[src/hdl/pwm_duty_pkg.sv]
// Constants shared by the duty-update and override PWM generator files.
// Assumes a single system clock; one PWM clock equals one system clock.
package pwm_duty_pkg;
	localparam int        DUTY_W          = 16;
	localparam int        MODE_W          = 2;
	localparam int        OVR_W           = 2;
	// Output-mode field encodings
	localparam logic [1:0] MODE_REDUNDANT = 2'h2;
	localparam logic [1:0] MODE_PUSHPULL  = 2'h1;
	localparam logic [1:0] MODE_COMPL     = 2'h0;
	// Control bit positions
	localparam int        IMM_UPD_BIT     = 0;
	localparam int        DUTY_SRC_BIT    = 8;
	localparam int        MOD_EN_BIT      = 15;
	localparam int        OVR_SYNC_BIT    = 0;
	// Reset values
	localparam logic [15:0] PERIOD_RST    = 16'h0064;
	localparam logic [15:0] DUTY_RST      = 16'h0000;
	localparam logic [1:0]  OVR_RST       = 2'h0;
endpackage

[src/hdl/pwm_duty_update_override.sv]
// PWM generator: duty source select, immediate/shadowed duty update,
// output-mode steering and CPU-clock or period-synchronised override.
// Assumes control ports are written synchronously by the CPU side.
//
// Behaviour
// - Mode field 10 selects redundant, 01 selects push-pull output.
// - Control bit 0 set makes duty writes affect output immediately.
// - Control bit 8 picks local duty (0) or master duty (1).
// - Nonzero-to-zero shadowed duty change in redundant or push-pull mode gives one-clock glitch at boundary.
// - Override sync bit 0 clear applies override value at next clock.
`timescale 1ns/1ns
module pwm_duty_update_override
#(
	parameter int DUTY_W = pwm_duty_pkg::DUTY_W
)
(
	input  wire logic              i_sys_clk,
	input  wire logic              i_rst_n,
	input  wire logic [15:0]       i_generator_control,
	input  wire logic [15:0]       i_time_base_control,
	input  wire logic [1:0]        i_output_mode,
	input  wire logic              i_override_sync,
	input  wire logic [DUTY_W-1:0] i_period,
	input  wire logic [DUTY_W-1:0] i_local_duty_value,
	input  wire logic              i_local_duty_wr,
	input  wire logic [DUTY_W-1:0] i_master_duty_value,
	input  wire logic              i_master_duty_wr,
	input  wire logic [1:0]        i_override_enable,
	input  wire logic [1:0]        i_override_output_value,
	output logic                   o_pwm_high,
	output logic                   o_pwm_low,
	output logic [DUTY_W-1:0]      o_active_duty,
	output logic                   o_boundary
);
	typedef struct packed
	{
		logic [DUTY_W-1:0] shadow;
		logic [DUTY_W-1:0] active;
		logic              glitch;
		logic [1:0]        ovr_en;
		logic [1:0]        ovr_val;
		logic              toggle;
		logic              pwm_h;
		logic              pwm_l;
		logic              bnd;
	} st_t;

	st_t               st_r;
	st_t               st_nxt;
	logic [DUTY_W-1:0] count;
	logic              boundary;
	logic              imm_upd;
	logic              src_master;
	logic              enable;
	logic              dwr;
	logic [DUTY_W-1:0] dval;
	logic              raw;

	initial
	begin
		if (DUTY_W < 2 || DUTY_W > 16)
			$error("pwm_duty_update_override: DUTY_W out of range");
	end

	assign imm_upd    = i_generator_control[pwm_duty_pkg::IMM_UPD_BIT];
	assign src_master = i_generator_control[pwm_duty_pkg::DUTY_SRC_BIT];
	// Software must set imm_upd before this; changing it live is not guarded
	assign enable     = i_time_base_control[pwm_duty_pkg::MOD_EN_BIT];

	// Duty source select: only a write to the selected register counts
	assign dwr  = src_master ? i_master_duty_wr : i_local_duty_wr;
	assign dval = src_master ? i_master_duty_value : i_local_duty_value;

	pwm_period_counter
	#(
		.WIDTH      (DUTY_W)
	)
	u_pwm_period_counter
	(
		.i_sys_clk  (i_sys_clk),
		.i_rst_n    (i_rst_n),
		.i_enable   (enable),
		.i_period   (i_period),
		.o_count    (count),
		.o_boundary (boundary)
	);

	// Raw compare; glitch stretches output high for one clock
	assign raw = enable && ((count < st_r.active) || st_r.glitch);

	// Next-state: duty update, override sync and output steering
	always_comb
	begin
		st_nxt = st_r;
		st_nxt.bnd = boundary;
		st_nxt.glitch = 1'b0;
		if (dwr)
			st_nxt.shadow = dval;
		if (imm_upd && dwr)
			st_nxt.active = dval;
		else if (!imm_upd && boundary)
		begin
			st_nxt.active = dwr ? dval : st_r.shadow;
			// Reproduced defect: old duty nonzero, new zero, mode redundant/push-pull
			if ((i_output_mode == pwm_duty_pkg::MODE_REDUNDANT ||
			     i_output_mode == pwm_duty_pkg::MODE_PUSHPULL) &&
			    st_r.active != '0 && st_nxt.active == '0)
				st_nxt.glitch = 1'b1;
		end
		// Override: CPU-clock sync takes the value now, else wait for boundary
		if (!i_override_sync || boundary)
		begin
			st_nxt.ovr_en  = i_override_enable;
			st_nxt.ovr_val = i_override_output_value;
		end
		if (boundary)
			st_nxt.toggle = ~st_r.toggle;
		// Output mode steering
		case (i_output_mode)
			pwm_duty_pkg::MODE_REDUNDANT:
			begin
				st_nxt.pwm_h = raw;
				st_nxt.pwm_l = raw;
			end
			// Use the toggle as it will be after this boundary, so a pulse never splits
			pwm_duty_pkg::MODE_PUSHPULL:
			begin
				st_nxt.pwm_h = raw && !(st_r.toggle ^ boundary);
				st_nxt.pwm_l = raw && (st_r.toggle ^ boundary);
			end
			pwm_duty_pkg::MODE_COMPL:
			begin
				st_nxt.pwm_h = raw;
				st_nxt.pwm_l = enable && !raw;
			end
			default:
			begin
				st_nxt.pwm_h = raw;
				st_nxt.pwm_l = 1'b0;
			end
		endcase
		// Override has priority over the generated waveform
		if (st_nxt.ovr_en[1])
			st_nxt.pwm_h = st_nxt.ovr_val[1];
		if (st_nxt.ovr_en[0])
			st_nxt.pwm_l = st_nxt.ovr_val[0];
	end

	// Single state register
	always_ff @(posedge i_sys_clk or negedge i_rst_n)
	begin
		if (!i_rst_n)
		begin
			st_r         <= '0;
			st_r.shadow  <= DUTY_W'(pwm_duty_pkg::DUTY_RST);
			st_r.active  <= DUTY_W'(pwm_duty_pkg::DUTY_RST);
			st_r.ovr_val <= pwm_duty_pkg::OVR_RST;
		end
		else
			st_r <= st_nxt;
	end

	assign o_pwm_high    = st_r.pwm_h;
	assign o_pwm_low     = st_r.pwm_l;
	assign o_active_duty = st_r.active;
	assign o_boundary    = st_r.bnd;
endmodule

[src/hdl/pwm_period_counter.sv]
// Period time base: counts 0..period-1 and flags the period boundary.
// Assumes period is held stable by software while running.
`timescale 1ns/1ns
module pwm_period_counter
#(
	parameter int WIDTH = 16
)
(
	input  wire logic             i_sys_clk,
	input  wire logic             i_rst_n,
	input  wire logic             i_enable,
	input  wire logic [WIDTH-1:0] i_period,
	output logic      [WIDTH-1:0] o_count,
	output logic                  o_boundary
);
	typedef struct packed
	{
		logic [WIDTH-1:0] cnt;
		logic             bnd;
	} st_t;

	st_t st_r;
	st_t st_nxt;

	initial
	begin
		if (WIDTH < 2)
			$error("pwm_period_counter: WIDTH too small");
	end

	// Roll over at period-1; boundary pulses in the cycle the count is zero
	always_comb
	begin
		st_nxt = st_r;
		st_nxt.bnd = 1'b0;
		if (!i_enable)
			st_nxt.cnt = '0;
		else if (st_r.cnt >= i_period - WIDTH'(1))
		begin
			st_nxt.cnt = '0;
			st_nxt.bnd = 1'b1;
		end
		else
			st_nxt.cnt = st_r.cnt + WIDTH'(1);
	end

	always_ff @(posedge i_sys_clk or negedge i_rst_n)
	begin
		if (!i_rst_n)
			st_r <= '0;
		else
			st_r <= st_nxt;
	end

	assign o_count    = st_r.cnt;
	assign o_boundary = st_r.bnd;
endmodule
[config.mk]
export PLATFORM = sky130hd
export DESIGN_NAME = pwm_duty_update_override
export DESIGN_NICKNAME = d
export VERILOG_FILES = /design/src/hdl/pwm_duty_pkg.sv /design/src/hdl/pwm_duty_update_override.sv /design/src/hdl/pwm_period_counter.sv
export SDC_FILE = /design/constraint.sdc
export NUM_CORES = 1
export LEC_CHECK = 0
export BUFFER_PORTS_ARGS = -buffer_cell sky130_fd_sc_hd__buf_2
export CORE_ASPECT_RATIO = 1.75
export CORE_MARGIN = 4
export CORE_UTILIZATION = 55
export CTS_CLUSTER_DIAMETER = 80
export DETAILED_ROUTE_END_ITERATION = 10
export PLACE_DENSITY = 0.92
export SLEW_MARGIN = 40
export SYNTH_ARGS = -nofsm -noshare
export SYNTH_HDL_FRONTEND = slang
export SYNTH_SLANG_ARGS = --single-unit
[constraint.sdc]
create_clock -name i_sys_clk -period 4.5 [get_ports i_sys_clk]
set_clock_uncertainty 0.15 [all_clocks]
set_input_delay 1.125 -clock i_sys_clk [delete_from_list [all_inputs] [get_ports i_sys_clk]]
set_output_delay 1.125 -clock i_sys_clk [all_outputs]
set_load 0.05 [all_outputs]
== After elaboration in Yosys (flattened, before gate mapping) ==
Index checks and enable logic that the tools add are counted.
W data, S select, Z words.

* Flip-flop bits (word level): 58
* Bits in latches: 0
* Bits in writable memories: 0
* Memory bits (read-only): 0
* Bits of input ports: 91
* Output and inout bits: 19
* Logic and storage cells: 53
* Memories: 0

* Add/subtract/negate cells: 2
* Multiply operators: 0
* Divide/modulo/power cells: 0
* $lt $le $gt $ge: 2
* Eq/ne operators: 2
* Shift-type cells: 0
* Mux-type cells: 15
* Bitwise gates (word level): 2
* Reductions and logical operators: 19

{| class="wikitable"
|+ Operators with widths
! cell !! number
|-
| $mux W16 || 5
|-
| $mux W17 || 1
|-
| $add A16 B1 Y16 const B || 1
|-
| $ge A16 B16 Y1 || 1
|-
| $logic_not A16 Y1 || 1
|-
| $lt A16 B16 Y1 || 1
|-
| $reduce_bool A16 Y1 || 1
|-
| $sub A16 B1 Y16 const B || 1
|-
| $logic_and A1 B1 Y1 || 8
|-
| $mux W1 || 7
|-
| $pmux W2 S3 || 1
|-
| $logic_not A1 Y1 || 4
|-
| $mux W4 || 1
|-
| $logic_or A1 B1 Y1 || 3
|-
| $eq A2 B1 Y1 const B || 1
|-
| $eq A2 B2 Y1 const B || 1
|-
| $logic_not A2 Y1 || 1
|-
| $reduce_bool A2 Y1 || 1
|-
| $not A1 Y1 || 1
|-
| $xor A1 B1 Y1 || 1
|}

== Longest topological paths before layout ==
* Depth in word-level cells: 7
* Depth in mapped cells: 14
* Depth with buffers taken out: 13

== Cells and area by module ==
From an unflattened synthesis, not the netlist that was laid out.

* Cells, all modules: 464
* Area, all modules: 4448.0 um^2

{| class="wikitable"
|+ By module, submodules not included
! module !! instances !! cells each !! area an instance (um^2) !! seq. area each (um^2)
|-
| pwm_duty_update_override || 1 || 308 || 2974.1 || 1026.0
|-
| pwm_period_counter || 1 || 156 || 1473.9 || 425.4
|}

== Worst setup path before layout ==
Ideal clock, no wire load.

* Kind: input port to flip-flop
* Start: input port i_period[5]
* End: register u_pwm_period_counter.st_r, in the netlist u_pwm_period_counter.o_count[10]
* Library setup time: 0.072 ns
* Data arrival time: 3.729 ns
* Required time: 4.278 ns
* Setup slack: 0.548 ns
* Stages: 12
* Buffers on the path: 1
* Path through: nor4_1 > nand2_1 > or4_1 > nor3_1 > xnor2_1 > ha_1 > a21o_1 > a21o_1 > a21oi_1 > nand4_1 > clkbuf_1 > nor2_1

{| class="wikitable"
|+ RTL lines
! element !! RTL line !! text
|-
| from (decl) || pwm_duty_update_override.sv:23 || <nowiki>input wire logic [DUTY_W-1:0] i_period,</nowiki>
|-
| to (signal assigned) || pwm_period_counter.sv:52 || <nowiki>st_r <= st_nxt;</nowiki>
|-
| to (decl) || pwm_period_counter.sv:22 || <nowiki>st_t st_r;</nowiki>
|}

==> impl_results.md <==
- Status: finished, final reports clean
- Hold WS: approximately 0.34 ns
- Syn nets: between 500 and 600
- CP delay by family, top: simple AND/OR/NAND/NOR gates
- WP data required: 4.60 ns
- R2R depth: 5
- Setup_tns: 0 ns
- Die Span X: around 74 µm
- WP depth: 13
- Setup bufs post-CTS: 0
- Antenna diodes: 0
- Register area share after synthesis: 0.3474
- Min-Delay Path Class: reg -> reg
- Leak Pwr: ~0.0023 µW
- H-tree Lvls: 3
- Max-cap viol count: 0
- CP arrival: between 3 and 4 ns
- CP cell instances: buf_2, nor4_1, nand2_1, or4_1, nor3_1, xnor2_1, ha_1, a21o_1, a21o_1, a21oi_1, nand4_1, buf_4, nor2_1
- Fill cell count: 578
- Post-synth top area share: 0.3474
- Cell count after synthesis: approximately 450
- Vias in the first global route: roughly 3500
- Die area: 9109 µm²
- Pre-antenna DRT Iters: 4
- Num rows: 41
- Dominant synthesized flop cell: dfrtp_1
- Worst-Skew Late Latency: roughly 0.33 ns
- Total wire length: roughly 10 mm
- Post-DRT Antenna Nets: 0
- Final min period: roughly 3.8 ns
- CP bufs+invs: 2
- Layout area overhead: 15.12%
- Buffers on Ports: 80
- Relative max-transition margin: 0.6198
- Clock Pin Slew Worst Setup and Hold Paths: roughly 0.050 ns
- Drt first-iter violations: 220
- Actual slew at the worst max-slew pin: approximately 0.57 ns
- Final nets: between 600 and 700
- Hpwl dp: approximately 7.7 mm
- Die Ht: between 100 and 150 µm
- Crit-path max FO: 16
- Commonest cells post-synth: dfrtp_1, a21oi_1, nor2_1
- Post-synth ARST share: 1.000
- Unrepaired setup endpoints after global routing: false
- Synth warn: 0
- Startpoint Class: input port
- Yosys reg bits: 58
- CTS Sinks: 58
- Final hold violations: 0
- Peak VDD IR: between 200 and 250 µV
- GPL Wtd Cong: between 0.8 and 0.9
- Number of buffers created by CTS: 9
- Final setup violation count: 0
- GRT Overall Usage: 0.2340
- Global route overflow: 0
- CTS tree: yes
- Ports: 110
- Via count: 3630
- Slew Viols, Final: 0
- Area contributors post-synth: dfrtp_1, ha_1, mux2i_1
- Starting density of the core: 0.5735
- Crit. End Element: register
- Post-synth EDFFs: 0
- Hold Crit Depth: 1
- Mapped Area: roughly 4200 µm²
- Post-CTS Hold Buffers: 0
- Syn_area_per_cell: just over 9 µm²
- Largest net degree at the start of global routing: between 40 and 50
- Setup CP Type: in -> reg
- Pwr/cell area: ~340 nW/µm²
- CP max stage delay: approximately 0.56 ns
- Synth unique cells: 47
- Final period utilization: 0.8425
- CTS root buf: clkbuf_16
- Cell mode on critical path: a21o_1
- First-pass GRT wire length: roughly 16 mm
- Vias/cell: ~6.0
- Post-cts sizing count: 0
- Initial antenna violation count: 0
- Core footprint: 7284 µm²
- Cell with the most instances after synthesis: dfrtp_1
- Post-route DRC: 0
- Max Root-Sink Buffers: 2
- Routed len/inst: about 17 µm
- Slowest CP cell: or4_1
- Layout cell share with drive strength beyond 1: 0.2004
- Leading area contributor after synthesis: dfrtp_1
- F_max: ~260 MHz
==> worst paths after layout <==
path | startpoint | slack, ns | end
worst max-delay path | i_period[5] | 0.71 | u_pwm_period_counter.o_count[13]
worst min register to register | st_r[3] | 0.34 | st_r[3]
worst max register to register | u_pwm_period_counter.o_boundary | 1.94 | o_pwm_low
max in group asynchronous | i_rst_n | 2.93 | st_r[7]
min in group asynchronous | i_rst_n | 0.64 | st_r[31]
worst min-delay path | st_r[3] | 0.34 | st_r[3]
==> through the flow <==
stage          power [µW]  utilization  cell area, µm²  worst slack [ns]  instances
2_1_floorplan       912.9            -            4178            0.5482        452
3_3_place_gp        988.4       0.6209            4523            0.4620        589
3_5_place_dp         1007       0.6213            4526            0.3870        589
4_1_cts              1647       0.6603            4810            0.7129        605
5_1_grt              1712       0.6603            4810            0.5298        605
6_report             1643       0.6603            4810            0.7088        605
==> cells by family (layout without fill, tap and decap cells) <==
family | after synthesis | count (layout) | share of synthesized area
AND/OR/NAND/NOR | 124 | 124 | 0.1527
AO/OA/AOI/OAI | 107 | 107 | 0.1647
buffers and inverters | 59 | 126 | 0.07038
flip-flops | 58 | 58 | 0.3474
multiplexers | 38 | 38 | 0.09314
adder cells (fa/ha/maj) | 37 | 37 | 0.1108
XOR/XNOR | 29 | 29 | 0.06080
==> layout by cell type (no fill, tap or decap), types with 7 or more instances in the layout <==
cell,n
buf_2,79
dfrtp_1,58
a21oi_1,44
nor2_1,43
ha_1,37
mux2i_1,34
inv_1,25
a211oi_1,20
nor2b_1,17
xor2_1,15
xnor2_1,14
nand3_1,12
nand2_1,11
o22a_1,10
nor4_1,9
clkbuf_16,9
a21o_1,7
nand4_1,7
a31oi_1,7
==> routing by layer <==
metal,share of wire,vias up,GRT usage
met3,0.044,21,0.04638
met2,0.58,106,0.4378
met5,0,-,0
met1,0.35,1757,0.2382
li1,-,1746,-
met4,0.028,0,0.1134
==> final cells by class <==
class | count | area (µm²) | share of cell area
Multi-Input combinational cell | 335 | 2432 | 0.5057
Sequential cell | 58 | 1451 | 0.3018
Timing Repair Buffer | 85 | 440.4 | 0.09157
Clock buffer | 14 | 274.0 | 0.05697
Tap cell | 86 | 107.6 | 0.02237
Inverter | 25 | 93.84 | 0.01951
Clock inverter | 2 | 10.01 | 0.002081
==> state kept, by name (all words and copies together), names as in the netlist <==
register / count
st_r: 22
o_active_duty: 16
u_pwm_period_counter.o_count: 16
o_boundary: 1
o_pwm_high: 1
o_pwm_low: 1
u_pwm_period_counter.o_boundary: 1
==> report_power, final <==
group	switching [µW]	internal, µW	leakage [µW]
clock network	225	415	0.000143
logic	247	136	0.00149
registers	48.1	572	0.000702
total	520	1120	0.00234
Power figures use the tool's default switching activity.
